--- config.mk ---
export PLATFORM = sky130hd
export DESIGN_NAME = ldeq_regs
export DESIGN_NICKNAME = d
export VERILOG_FILES = /design/src/ldeq_pkg.sv /design/src/ldeq_regs.sv
export SDC_FILE = /design/constraint.sdc
export NUM_CORES = 1
export LEC_CHECK = 0
export BUFFER_PORTS_ARGS = -buffer_cell sky130_fd_sc_hd__buf_2
export CORE_AREA = 4 4 85 87
export DETAILED_ROUTE_END_ITERATION = 8
export DIE_AREA = 0 0 89 91
export GPL_TIMING_DRIVEN = 1
export PLACE_DENSITY = 0.65
export SLEW_MARGIN = 0
export SYNTH_ARGS = -nofsm -noshare
export SYNTH_HDL_FRONTEND = slang
export SYNTH_SLANG_ARGS = --single-unit
--- constraint.sdc ---
create_clock -name clk_i -period 2.4 [get_ports clk_i]
set_input_delay 0.72 -clock clk_i [delete_from_list [all_inputs] [get_ports clk_i]]
set_output_delay 0.72 -clock clk_i [all_outputs]
set_load 0.01 [all_outputs]
--- src/ldeq_pkg.sv ---
/*
  constants for the lane disable and equalizer select register bank.
  assumes an 8-bit register port driven by a management interface block.
*/
package ldeq_pkg;
  // ****************************************************
  // register offsets
  // ****************************************************
  localparam logic [7:0] LDEQ_ADDR_LANE_CTRL = 8'h13;
  localparam logic [7:0] LDEQ_ADDR_DS_EQ = 8'h20;
  localparam logic [7:0] LDEQ_ADDR_US_EQ = 8'h21;
  // ****************************************************
  // field positions and reset values
  // ****************************************************
  localparam int LDEQ_MON_OFF_BIT = 7;
  localparam int LDEQ_ROUTE_LSB = 4;
  localparam int LDEQ_SECOND_LSB = 4;
  localparam logic [7:0] LDEQ_LANE_CTRL_MASK = 8'hBF;
  localparam logic [7:0] LDEQ_US_EQ_MASK = 8'h0F;
  localparam logic [7:0] LDEQ_RESET_VAL = 8'h00;
  localparam logic [1:0] LDEQ_ROUTE_AUTO = 2'h0;
  localparam logic [1:0] LDEQ_ROUTE_STRAIGHT = 2'h1;
  localparam logic [1:0] LDEQ_ROUTE_CROSSED = 2'h2;
  localparam logic [1:0] LDEQ_ROUTE_OPEN = 2'h3;
endpackage

--- src/ldeq_regs.sv ---
/*
  lane disable, sideband routing and receiver equalizer select registers.
  assumes a synchronous byte register port on clk_i from an i2c target,
  strap levels and lane count arriving asynchronously from pins/monitor.
*/
`timescale 1ns/100ps
module ldeq_regs
  import ldeq_pkg::*;
(
  input wire logic clk_i,
  input wire logic reset_n_i,
  input wire logic wr_en_i,
  input wire logic [7:0] addr_i,
  input wire logic [7:0] wdata_i,
  input wire logic equalizer_software_control_i,
  input wire logic configuration_select_high_bit_i,
  input wire logic orientation_select_i,
  input wire logic [1:0] usb_eq_strap_pins_i,
  input wire logic [1:0] upstream_eq_strap_pins_i,
  input wire logic [4:0] monitored_lane_count_i,
  output logic [7:0] rdata_o,
  output logic [3:0] lane_enable_o,
  output logic auxp_sbu1_o,
  output logic auxn_sbu2_o,
  output logic auxp_sbu2_o,
  output logic auxn_sbu1_o,
  output logic [3:0] first_rx_equalizer_level_o,
  output logic [3:0] second_rx_equalizer_level_o,
  output logic [3:0] upstream_equalizer_level_o
);
  // ****************************************************
  // state
  // ****************************************************
  typedef struct packed {
    logic [1:0] ds_s1;
    logic [1:0] ds_s2;
    logic [1:0] us_s1;
    logic [1:0] us_s2;
    logic [4:0] lc_s1;
    logic [4:0] lc_s2;
    logic [7:0] lane_ctrl;
    logic [7:0] ds_eq;
    logic [7:0] us_eq;
    logic [7:0] rdata;
    logic [3:0] lane_en;
    logic [3:0] route;
    logic [3:0] eq1;
    logic [3:0] eq2;
    logic [3:0] equs;
  } ldeq_state_t;

  ldeq_state_t state_r;
  ldeq_state_t state_nxt;

  // strap code widened into the four-bit level field
  function automatic logic [3:0] ldeq_strap_level(input logic [1:0] s);
    return {2'h0, s};
  endfunction

  // lanes implied by the monitored lane count (none, 1, 2 or 4)
  function automatic logic [3:0] ldeq_count_lanes(input logic [4:0] c);
    logic [3:0] m;
    m = 4'h0;
    if (c >= 5'h04) begin
      m = 4'hF;
    end else if (c >= 5'h02) begin
      m = 4'h3;
    end else if (c == 5'h01) begin
      m = 4'h1;
    end
    return m;
  endfunction

  logic mon_off;
  logic [1:0] route_ovr;
  logic [3:0] auto_route;

  always_comb begin
    state_nxt = state_r;
    // pins and monitor are asynchronous: two flops before use
    state_nxt.ds_s1 = usb_eq_strap_pins_i;
    state_nxt.ds_s2 = state_r.ds_s1;
    state_nxt.us_s1 = upstream_eq_strap_pins_i;
    state_nxt.us_s2 = state_r.us_s1;
    state_nxt.lc_s1 = monitored_lane_count_i;
    state_nxt.lc_s2 = state_r.lc_s1;
    // ****************************************************
    // register writes
    // ****************************************************
    if (wr_en_i) begin
      unique case (addr_i)
        LDEQ_ADDR_LANE_CTRL: begin
          state_nxt.lane_ctrl = wdata_i & LDEQ_LANE_CTRL_MASK;
        end
        LDEQ_ADDR_DS_EQ: begin
          if (equalizer_software_control_i) begin
            state_nxt.ds_eq = wdata_i;
          end
        end
        LDEQ_ADDR_US_EQ: begin
          if (equalizer_software_control_i) begin
            state_nxt.us_eq = wdata_i & LDEQ_US_EQ_MASK;
          end
        end
        default: begin
        end
      endcase
    end
    // strap mirror wins whenever software control is low
    if (!equalizer_software_control_i) begin
      state_nxt.ds_eq = {ldeq_strap_level(state_r.ds_s2),
                         ldeq_strap_level(state_r.ds_s2)};
      state_nxt.us_eq = {4'h0, ldeq_strap_level(state_r.us_s2)};
    end
    // ****************************************************
    // readback
    // ****************************************************
    unique case (addr_i)
      LDEQ_ADDR_LANE_CTRL: state_nxt.rdata = state_r.lane_ctrl;
      LDEQ_ADDR_DS_EQ: state_nxt.rdata = state_r.ds_eq;
      LDEQ_ADDR_US_EQ: state_nxt.rdata = state_r.us_eq;
      default: state_nxt.rdata = 8'h00;
    endcase
    // ****************************************************
    // lane enables and sideband routing
    // ****************************************************
    mon_off = state_r.lane_ctrl[LDEQ_MON_OFF_BIT];
    if (mon_off) begin
      state_nxt.lane_en = ~state_r.lane_ctrl[3:0];
    end else begin
      // lane off bits ignored here
      state_nxt.lane_en = ldeq_count_lanes(state_r.lc_s2);
    end
    // route bits: {auxp_sbu1, auxn_sbu2, auxp_sbu2, auxn_sbu1}
    auto_route = 4'h0;
    if (configuration_select_high_bit_i) begin
      auto_route = orientation_select_i ? 4'h3 : 4'hC;
    end
    route_ovr = state_r.lane_ctrl[LDEQ_ROUTE_LSB +: 2];
    unique case (route_ovr)
      LDEQ_ROUTE_AUTO: state_nxt.route = auto_route;
      LDEQ_ROUTE_STRAIGHT: state_nxt.route = 4'hC;
      LDEQ_ROUTE_CROSSED: state_nxt.route = 4'h3;
      LDEQ_ROUTE_OPEN: state_nxt.route = 4'h0;
    endcase
    // equalizer levels follow the effective field values
    state_nxt.eq1 = state_r.ds_eq[3:0];
    state_nxt.eq2 = state_r.ds_eq[LDEQ_SECOND_LSB +: 4];
    state_nxt.equs = state_r.us_eq[3:0];
  end

  always_ff @(posedge clk_i) begin
    if (!reset_n_i) begin
      state_r <= '0;
    end else begin
      state_r <= state_nxt;
    end
  end

  assign rdata_o = state_r.rdata;
  assign lane_enable_o = state_r.lane_en;
  assign auxp_sbu1_o = state_r.route[3];
  assign auxn_sbu2_o = state_r.route[2];
  assign auxp_sbu2_o = state_r.route[1];
  assign auxn_sbu1_o = state_r.route[0];
  assign first_rx_equalizer_level_o = state_r.eq1;
  assign second_rx_equalizer_level_o = state_r.eq2;
  assign upstream_equalizer_level_o = state_r.equs;
endmodule // ldeq_regs

==> run metrics, run 1 <==
CP bufs+invs=1; Worst-Skew Late Latency=0.33 ns; Netlist cell types=29; initial antenna violation count=0; hold_buf cts=0; fin. max-slew vios=0; commonest non-fill, non-tap cells in the layout=63 x dfxtp_1, 58 x buf_2, 31 x and2_1, 23 x nand2_1, 17 x a21oi_1; max_cap viols=0; Critical Path RT=2.65 ns; Hold Crit Class=reg2reg; CTS Sinks=63; CTS tree=yes; Worst path max stage delay=0.73 ns; pre-CTS setup slack=0.1330 ns; Die H=91 um; synthesis-stage register bit count=63; H-tree levels=3; CTS Buf Count=9; count of final hold-check violations=0; Pwr Density=723.5 nW/um2; total track usage=12.73%; Worst setup EP type=flip-flop; chip width=89 um; Max Freq=520.1 MHz; Worst Tran Pin Value=0.5541 ns; Worst-path clk slew=0.07 ns; Routed WL=4931 um; Seq/Total Area, Yosys=50.30%; flop2flop setup slack=1.00 ns; Critical Setup Path Class=in2reg; Crit path max-delay family=simple AND/OR/NAND/NOR gates; GPL Wtd Cong=0.8131; DRT antenna net count=0; post-CTS resize count=0; Reg-to-Reg End=lane_enable_o[0]; VDD IR max=0.0004414 V; relative slew slack=62.90%; Crit Path Max Fanout=9; Final min period=1.923 ns; Synth area leader=dfxtp_1; clk root buf=clkbuf_8; number of port buffers=58; Area Growth Syn to Fin=14.42%; maximum clock insertion buffer count=2; setup violators final=0; DR iter-0 viols=51; vias=1,801; n_diodes=0; Vias/cell=4.921; Setup Buffers After CTS=0; WP data arrival=2.18 ns; Worst Clk Skew=0.008392 ns; P_leak=1.206 nW; reg-to-reg startpoint=mon_off; core area=6350 um2; routed length per instance=13.47 um; worst-path cell chain=buf_2 -> or4_1 -> nor3_4 -> mux2i_1; highest-delay cell along the critical path=or4_1; synth top area cells=dfxtp_1 50%, buf_4 7.8%, and2_1 7.7%; die area=8099 um2; # IOs=59; RSZ-0062 raised after global routing=no; Setup crit end=state_nxt[4]; pin count of the biggest net entering global routing=46; commonest non-fill, non-tap cell in the layout=dfxtp_1; Remaining DRCs=0; Cells after Synth=252; R2R cell count=2; worst setup margin=0.4771 ns; first-pass detailed-route iteration total=4; syn avg cell area=9.950 um2; global route total overflow=0; Crit. Startpoint=addr_i[7]; Crit path depth=4; first-pass GRT wire length=7928 um; Fin Setup TNS=0 ns; area of the mapped netlist=2507 um2; vias in the first global route=1,673; run status=completed; Starting Density=39.49%; Final period util=80.12%; Final HPWL DP=3624 um; Critical Path Source Type=primary input; layout cells sized above 1=29.76%; YS warnings=0; row count=29; Mapped Nets=283; Nets=315; top cell type's share of synthesized area=50.30%
-- metal layers --
metal,GRT usage [%],vias up,wire length [um]
met1,15.25,814,2165
met4,4.467,0,34
li1,-,924,-
met3,4.977,5,378
met2,20.61,58,2352
met5,0,-,0
-- per-stage QoR --
step           utilization (%)  power, mW  cell area (um2)  cells  hold slack [ns]
3_3_place_gp             42.21      1.230             2680    350           0.4169
2_1_floorplan                -      1.183             2507    252           0.4119
5_1_grt                  45.18      2.168             2869    366           0.4438
4_1_cts                  45.18      2.100             2869    366           0.4337
6_report                 45.18      2.076             2869    366           0.4325
3_5_place_dp             42.21      1.233             2680    350           0.4184
-- how the worst min path moves through the flow --
stage / from / endpoint / slack [ns] / cells past startpoint
6_report: state_nxt[53] / state_r[53] / 0.43 / 1
5_1_grt: state_nxt[54] / state_r[54] / 0.44 / 1
4_1_cts: state_nxt[62] / state_r[62] / 0.43 / 1
3_5_place_dp: state_nxt[52] / state_r[52] / 0.42 / 1
3_3_place_gp: state_nxt[66] / state_r[66] / 0.42 / 1
2_1_floorplan: state_nxt[52] / state_r[52] / 0.41 / 1
-- where the power goes --
group,switching [mW],internal (mW)
sequential,0.00805,1.07
combinational,0.0725,0.0556
clock,0.392,0.476
-- synthesized netlist by cell type --
library cell	instances
a21oi_1	17
a31oi_1	2
and2_1	31
and3_1	2
and4b_1	5
and4bb_2	1
buf_2	4
buf_4	26
clkbuf_1	12
dfxtp_1	63
inv_1	2
mux2_2	4
mux2i_1	11
nand2_1	23
nand3_1	10
nand4_1	8
nor3_4	1
nor3b_1	3
nor4_2	1
nor4b_2	1
nor4bb_1	4
o211a_1	1
o211ai_1	5
o21ai_0	2
o311a_1	1
o31ai_1	8
or4_1	2
or4b_1	1
or4bb_1	1
-- state kept, by name (all words and copies together), names as in the netlist --
name                         flops
state_nxt                       21
auxn_sbu2_o                      1
route_ovr                        2
upstream_equalizer_level_o       4
state_r                         13
rdata_o                          8
first_rx_equalizer_level_o       4
lane_enable_o                    4
second_rx_equalizer_level_o      4
mon_off                          1
auxp_sbu2_o                      1
-- worst register-to-register path, stage by stage, from the launching register on --
cell and delay, ns:
dfxtp_1 0.38, or4_1 0.59, o311a_1 0.31
-- cells by family after synthesis --
family | count (synthesis) | synth area share (%)
mux | 15 | 6.188
flops | 63 | 50.30
simple gates | 94 | 23.85
buf+inv | 44 | 10.68
compound gates | 36 | 8.982
-- final cells by class --
| cell class | instances | area, um2 |
|---|---|---|
| Clock buffer | 10 | 127.6 |
| Inverter | 2 | 7.507 |
| Sequential cell | 63 | 1261 |
| Multi-Input combinational cell | 145 | 987.2 |
| Timing Repair Buffer | 63 | 327.8 |
| Tap cell | 77 | 96.34 |
| Clock inverter | 6 | 61.31 |
| Fill cell | 633 | 3481 |
Power figures use the tool's default switching activity.
==> run 2: changes to the inputs <==
==> constraint.sdc (replaced) <==
create_clock -name clk_i -period 2 [get_ports clk_i]
set_input_delay 0.6 -clock clk_i [delete_from_list [all_inputs] [get_ports clk_i]]
set_output_delay 0.6 -clock clk_i [all_outputs]
set_load 0.01 [all_outputs]
==> run 2 against run 1 <==
Global-route usage grew 0.36 points. Sequential cell count did not move. Setup slack got worse by 0.18 ns. Clock-buffer cell count unchanged. Combinational power increased by 33%. Sequential power is 20% higher. Die area unchanged. Routed wire length grew 2.9%. Total power grew 23%. Critical path depth grew 1. Largest cell class unchanged. Largest power group unchanged. Highest routed layer unchanged.
==> run metrics, run 2 (synthesized netlist as in run 1, its figures left out) <==
Worst setup EP type=flip-flop (unchanged); Die H=91 um (unchanged); maximum clock insertion buffer count=2 (unchanged); count of final hold-check violations=0 (unchanged); initial antenna violation count=0 (unchanged); worst-path cell chain=buf_2 -> or4_1 -> buf_4 -> nor3_4 -> mux2i_1 (was buf_2 -> or4_1 -> nor3_4 -> mux2i_1); max_cap viols=0 (unchanged); flop2flop setup slack=0.68 ns (was 1.00 ns); FF/Latch Area=1261 um2 (unchanged); Starting Density=39.49% (unchanged); global route total overflow=0 (unchanged); clk root buf=clkbuf_8 (unchanged); clock network fraction of design power=42.6% (was 41.8%); n_diodes=0 (unchanged); first-pass GRT wire length=8093 um (was 7928 um); highest-delay cell along the critical path=or4_1 (unchanged); Critical Path Source Type=primary input (unchanged); Critical Setup Path Class=in2reg (unchanged); Max Freq=588.6 MHz; Design Power=2.552 mW (was 2.076 mW); first-pass detailed-route iteration total=4 (unchanged); CTS tree=yes (unchanged); Worst Clk Skew=0.007166 ns (was 0.008392 ns); Worst-path clk slew=0.07 ns (about the same); Final min period=1.699 ns; busiest grt layer=met2 (unchanged); reg-to-reg startpoint=mon_off (unchanged); run status=completed (unchanged); fin cells=381 (was 366); Comb pwr share=6.6% (was 6.2%); Hold EP=state_r[67] (was state_r[53]); pin count of the biggest net entering global routing=34 (was 46); core area=6350 um2 (unchanged); max reg flops=21 (unchanged); Setup Buffers After CTS=0 (unchanged); Fin Setup TNS=0 ns (unchanged); H-tree levels=3 (unchanged); chip width=89 um (unchanged); commonest non-fill, non-tap cell in the layout=dfxtp_1 (unchanged); part of the power in registers=50.8% (was 52.0%); Final period util=84.95%; Worst path max stage delay=0.51 ns (was 0.73 ns); DRT antenna net count=0 (unchanged); RSZ-0062 raised after global routing=no (unchanged); # IOs=59 (unchanged); P_sw=0.5842 mW (was 0.4730 mW); Worst-Skew Late Latency=0.34 ns (was 0.33 ns); met3 Use GR=3.891% (was 4.977%); P_int=1.968 mW (was 1.603 mW); setup violators final=0 (unchanged); layout cells sized above 1=33.55% (was 29.76%); vias in the first global route=1,755 (was 1,673); vias=1,852 (was 1,801); fin. max-slew vios=0 (unchanged); switch share=22.89% (was 22.79%); Vias/cell=4.861 (was 4.921); Critical Path RT=2.27 ns (was 2.65 ns); CTS Sinks=63 (unchanged); hold path depth=1 (unchanged); worst setup margin=0.3011 ns (was 0.4771 ns); Final HPWL DP=3770 um (was 3624 um); Reg-to-Reg End=lane_enable_o[0] (unchanged); Post-Place Cells=365 (was 350); R2R cell count=2 (unchanged); pre-CTS setup slack=-0.05437 ns (was 0.1330 ns); Routed WL=5075 um (was 4931 um); worst hold start=state_nxt[67] (was state_nxt[53]); hold slack=0.4292 ns (was 0.4325 ns); grt met1 use=16.18% (was 15.25%); hold_buf cts=0 (unchanged); row count=29 (unchanged); total track usage=13.09% (was 12.73%); routed length per instance=13.32 um (was 13.47 um); GPL Wtd Cong=0.8242 (was 0.8131); Nets=330 (was 315); CTS Buf Count=9 (unchanged); number of fill cells in the layout=605 (was 633); VDD IR max=0.0004901 V (was 0.0004414 V); Worst Tran Pin Value=0.5330 ns (was 0.5541 ns); number of port buffers=58 (unchanged); P_leak=1.285 nW (was 1.206 nW); DR iter-0 viols=80 (was 51); Area Growth Syn to Fin=19.76% (was 14.42%); multi-input gate area in the final layout=987.2 um2 (unchanged); WP data arrival=1.97 ns (was 2.18 ns); Crit Path Max Fanout=9 (unchanged); die area=8099 um2 (unchanged); Remaining DRCs=0 (unchanged); post-CTS resize count=0 (unchanged); met2 Resource Use GR=20.24% (was 20.61%); Hold Crit Class=reg2reg (unchanged); relative slew slack=64.31% (was 62.90%); commonest non-fill, non-tap cells in the layout=63 x dfxtp_1, 58 x buf_2, 31 x and2_1, 23 x nand2_1, 19 x buf_4 (was 63 x dfxtp_1, 58 x buf_2, 31 x and2_1, 23 x nand2_1, 17 x a21oi_1); Pwr Density=849.7 nW/um2 (was 723.5 nW/um2)
run 2: layout make-up:
| cell class | instances | share of cell area, % |
|---|---|---|
| Sequential cell | 63 | 42.00 |
| Timing Repair Buffer | 78 | 15.08 |
| Clock buffer | 10 | 4.583 |
| Multi-Input combinational cell | 145 | 32.88 |
| Tap cell | 77 | 3.208 |
| Clock inverter | 6 | 2.000 |
| Inverter | 2 | 0.2500 |
run 2: metrics by stage:
stage,area [um2],util (%)
global placement,2805,44.18
floorplan,2507,-
detailed placement,2805,44.18
global route,3003,47.29
finish,3003,47.29
CTS,3003,47.29
run 2: worst max path at each step:
stage / start / endpoint / slack (ns) / cells past startpoint
2_1_floorplan: addr_i[7] / state_nxt[4] / 0.18 / 4
3_3_place_gp: addr_i[7] / state_nxt[5] / -0.01 / 5
3_5_place_dp: addr_i[7] / state_nxt[5] / -0.05 / 5
4_1_cts: addr_i[7] / state_nxt[9] / 0.31 / 5
5_1_grt: addr_i[7] / state_nxt[8] / 0.23 / 5
6_report: addr_i[7] / state_nxt[5] / 0.30 / 5
run 2: layer usage:
layer	part of all wire (%)	routed length [um]	vias to the layer above
li1	-	-	955
met1	43	2190	826
met2	47	2374	63
met3	8.5	430	8
met4	1.6	80	0
met5	0	0	-
run 2: worst max-delay path, delay by kind of cell:
kind	cells	cell delay [ns]
muxes	1	0.22
and+or+nand+nor	2	0.83
buffers and inverters	2	0.31
run 2: power groups by stage:
stage                     sequential (mW)  clock [mW]  combinational, mW
after floorplan                      1.32           0             0.0983
after global placement               1.32           0              0.169
after detailed placement             1.32           0              0.171
after CTS                            1.30        1.12              0.172
after global routing                 1.30        1.18              0.189
final                                1.30        1.09              0.170
==> run 3: changes to the inputs <==
--- a/config.mk
+++ b/config.mk
@@ -5,10 +5,11 @@
 export SDC_FILE = /design/constraint.sdc
 export NUM_CORES = 1
 export LEC_CHECK = 0
+export ABC_AREA = 1
 export BUFFER_PORTS_ARGS = -buffer_cell sky130_fd_sc_hd__buf_2
-export CORE_AREA = 4 4 85 87
+export CORE_AREA = 4 4 84 86
 export DETAILED_ROUTE_END_ITERATION = 8
-export DIE_AREA = 0 0 89 91
+export DIE_AREA = 0 0 88 90
 export GPL_TIMING_DRIVEN = 1
 export PLACE_DENSITY = 0.65
 export SLEW_MARGIN = 0
==> constraint.sdc (replaced) <==
create_clock -name clk_i -period 1.6 [get_ports clk_i]
set_input_delay 0.48 -clock clk_i [delete_from_list [all_inputs] [get_ports clk_i]]
set_output_delay 0.48 -clock clk_i [all_outputs]
set_load 0.01 [all_outputs]
==> run 3 against run 2 <==
Sequential power rose by 25%. Final area fell by 5.2%. Combinational power barely moved. Via count rose by 6.3%. Sequential cell count did not move. Synthesized cell count rose by 30%. Sequential share of layout area rose by 2.3 points. Total power rose by 19%. Clock skew rose by 0.0037 ns.
==> run metrics, run 3 <==
worst setup margin=0.2958 ns (was 0.3011 ns); area of the mapped netlist=2454 um2 (was 2507 um2); highest-delay cell along the critical path=dfxtp_1 (was or4_1); Post-synth EDFFs=0 (unchanged); synthesis-stage register bit count=63 (unchanged); FF/Latch Area=1261 um2 (unchanged); fin. max-slew vios=0 (unchanged); worst-path cell chain=buf_2 (was buf_2 -> or4_1 -> buf_4 -> nor3_4 -> mux2i_1); Final period util=81.51%; Hold Crit Class=in2reg (was reg2reg); DRT antenna net count=0 (unchanged); die area=7920 um2 (was 8099 um2); # IOs=59 (unchanged); Comb pwr share=5.6% (was 6.6%); chip width=88 um (was 89 um); Crit Path Max Fanout=1 (was 9); Critical Path RT=1.12 ns (was 2.27 ns); initial antenna violation count=0 (unchanged); number of fill cells in the layout=652 (was 605); VDD IR max=0.0005795 V (was 0.0004901 V); part of the power in registers=53.1% (was 50.8%); Worst-Skew Late Latency=0.34 ns (about the same); Starting Density=39.09% (was 39.49%); Max Freq=766.7 MHz; CTS tree=yes (unchanged); n_diodes=0 (unchanged); pre-CTS setup slack=-0.01355 ns (was -0.05437 ns); setup violators final=0 (unchanged); relative slew slack=73.99% (was 64.31%); Final Cell Area=2845 um2 (was 3003 um2); first-pass GRT wire length=8183 um (was 8093 um); RSZ-0062 raised after global routing=no (unchanged); maximum clock insertion buffer count=2 (unchanged); routed length per instance=10.80 um (was 13.32 um); Design Power=3.043 mW (was 2.552 mW); commonest non-fill, non-tap cell in the layout=nand2_1 (was dfxtp_1); P_int=2.349 mW (was 1.968 mW); max_cap viols=0 (unchanged); Setup Buffers After CTS=0 (unchanged); Cells after Synth=327 (was 252); Worst Clk Skew=0.01089 ns (was 0.007166 ns); number of port buffers=58 (unchanged); Synth area leader=dfxtp_1 (unchanged); P_leak=1.560 nW (was 1.285 nW); clk root buf=clkbuf_8 (unchanged); first-pass detailed-route iteration total=4 (unchanged); post-CTS resize count=0 (unchanged); multi-input gate area in the final layout=735.7 um2 (was 987.2 um2); vias in the first global route=1,822 (was 1,755); predominant post-synthesis flop cell=dfxtp_1 (unchanged); Critical Setup Path Class=reg2out (was in2reg); pin count of the biggest net entering global routing=22 (was 34); Worst Tran Pin Value=0.3897 ns (was 0.5330 ns); DR iter-0 viols=118 (was 80); core area=6277 um2 (was 6350 um2); syn avg cell area=7.503 um2 (was 9.950 um2); CP bufs+invs=1 (was 2); Final min period=1.304 ns; row count=29 (unchanged); count of final hold-check violations=0 (unchanged); Vias/cell=4.364 (was 4.861); hold_buf cts=0 (unchanged); switch share=22.79% (was 22.89%); Die H=90 um (was 91 um); vias=1,968 (was 1,852); global route total overflow=0 (unchanged); flop2flop setup slack=0.41 ns (was 0.68 ns); Critical Path Source Type=flip-flop (was primary input); Mapped Nets=358 (was 283); Worst-path clk slew=0.07 ns (about the same); max reg flops=21 (unchanged); most common library cells after synthesis=71 x nand2_1, 63 x dfxtp_1, 57 x inv_1 (was 63 x dfxtp_1, 31 x and2_1, 26 x buf_4); clock network fraction of design power=41.3% (was 42.6%); top cell type's share of synthesized area=51.40% (was 50.30%); Nets=401 (was 330); total track usage=13.61% (was 13.09%); Crit path max-delay family=flip-flops (was simple AND/OR/NAND/NOR gates); GPL Wtd Cong=0.8542 (was 0.8242); Seq/Total Area, Yosys=51.40% (was 50.30%); Routed WL=4870 um (was 5075 um); Remaining DRCs=0 (unchanged); Final HPWL DP=3721 um (was 3770 um); CTS Sinks=63 (unchanged); Pwr Density=1069 nW/um2 (was 849.7 nW/um2); YS warnings=0 (unchanged); Worst path max stage delay=0.35 ns (was 0.51 ns); synth top area cells=dfxtp_1 51%, nand2_1 11%, inv_1 8.7% (was dfxtp_1 50%, buf_4 7.8%, and2_1 7.7%); ys async rst share=0% (unchanged); CTS Buf Count=9 (unchanged); run status=completed (unchanged); Worst setup EP type=primary output (was flip-flop); most frequent cell after synthesis=nand2_1 (was dfxtp_1); WP data arrival=0.82 ns (was 1.97 ns); Final Util=45.33% (was 47.29%); layout cells sized above 1=24.33% (was 33.55%); commonest non-fill, non-tap cells in the layout=71 x nand2_1, 63 x dfxtp_1, 58 x buf_2, 57 x inv_1, 50 x nor2_1 (was 63 x dfxtp_1, 58 x buf_2, 31 x and2_1, 23 x nand2_1, 19 x buf_4); P_sw=0.6935 mW (was 0.5842 mW); placed inst area=2663 um2 (was 2805 um2); Netlist cell types=23 (was 29); H-tree levels=3 (unchanged); Area Growth Syn to Fin=15.96% (was 19.76%)
-- run 3: cell count changes after synthesis, sizes merged, moves of 11 or more --
cell | before | now
nand2 | 23 | 73
inv | 2 | 59
nor2 | 0 | 54
o21ai | 2 | 16
mux2i | 11 | 0
and2 | 31 | 0
-- run 3: cell type report --
| cell class | count | share of cell area, % |
|---|---|---|
| well taps | 77 | 3.386 |
| flip-flops and latches | 63 | 44.33 |
| clock buffers | 12 | 5.805 |
| inverters | 60 | 7.960 |
| multi-input cells | 171 | 25.86 |
| repair buffers | 65 | 12.05 |
| clock inverters | 3 | 0.6157 |
-- run 3: tightest hold or removal path: cells and delay by family --
kind / cells / cell delay, ns
buffers and inverters: 2 / 0.11
and+or+nand+nor: 1 / 0.04
-- run 3: metrics by stage --
stage	TNS, ns	std cells	hold slack, ns
floorplan	0	327	0.3905
global placement	0	436	0.3927
detailed placement	-0.02036	436	0.3954
CTS	0	451	0.2974
global route	0	451	0.3182
finish	0	451	0.3221
-- run 3: worst paths after layout --
check,startpoint,endpoint,depth (start not counted)
setup reg to reg,mon_off,lane_enable_o[0],3
hold / removal,monitored_lane_count_i[0],state_nxt[52],3
hold reg to reg,state_nxt[66],state_r[66],2
setup / recovery,rdata_o[0],rdata_o[0],1
-- run 3: routing by layer --
layer  global-route usage, %  part of all wire, %  up-vias
met5                       0                    0        -
met2                   19.72                   42       74
li1                        -                    -     1033
met1                   16.28                   45      845
met4                   8.056                  2.5        0
met3                   6.124                   11       16
-- run 3: logic make-up (layout without fill, tap and decap cells) --
group	count (synthesis)	count (layout)	share of synthesized area, %
compound gates	31	31	7.037
buf+inv	93	140	18.61
flops	63	63	51.40
simple gates	140	140	22.95
-- run 3: power by group through the flow --
stage | sequential, mW | clock (mW) | combinational (mW)
2_1_floorplan | 1.65 | 0 | 0.101
3_3_place_gp | 1.65 | 0 | 0.169
3_5_place_dp | 1.65 | 0 | 0.172
4_1_cts | 1.62 | 1.30 | 0.172
5_1_grt | 1.62 | 1.37 | 0.194
6_report | 1.62 | 1.26 | 0.170
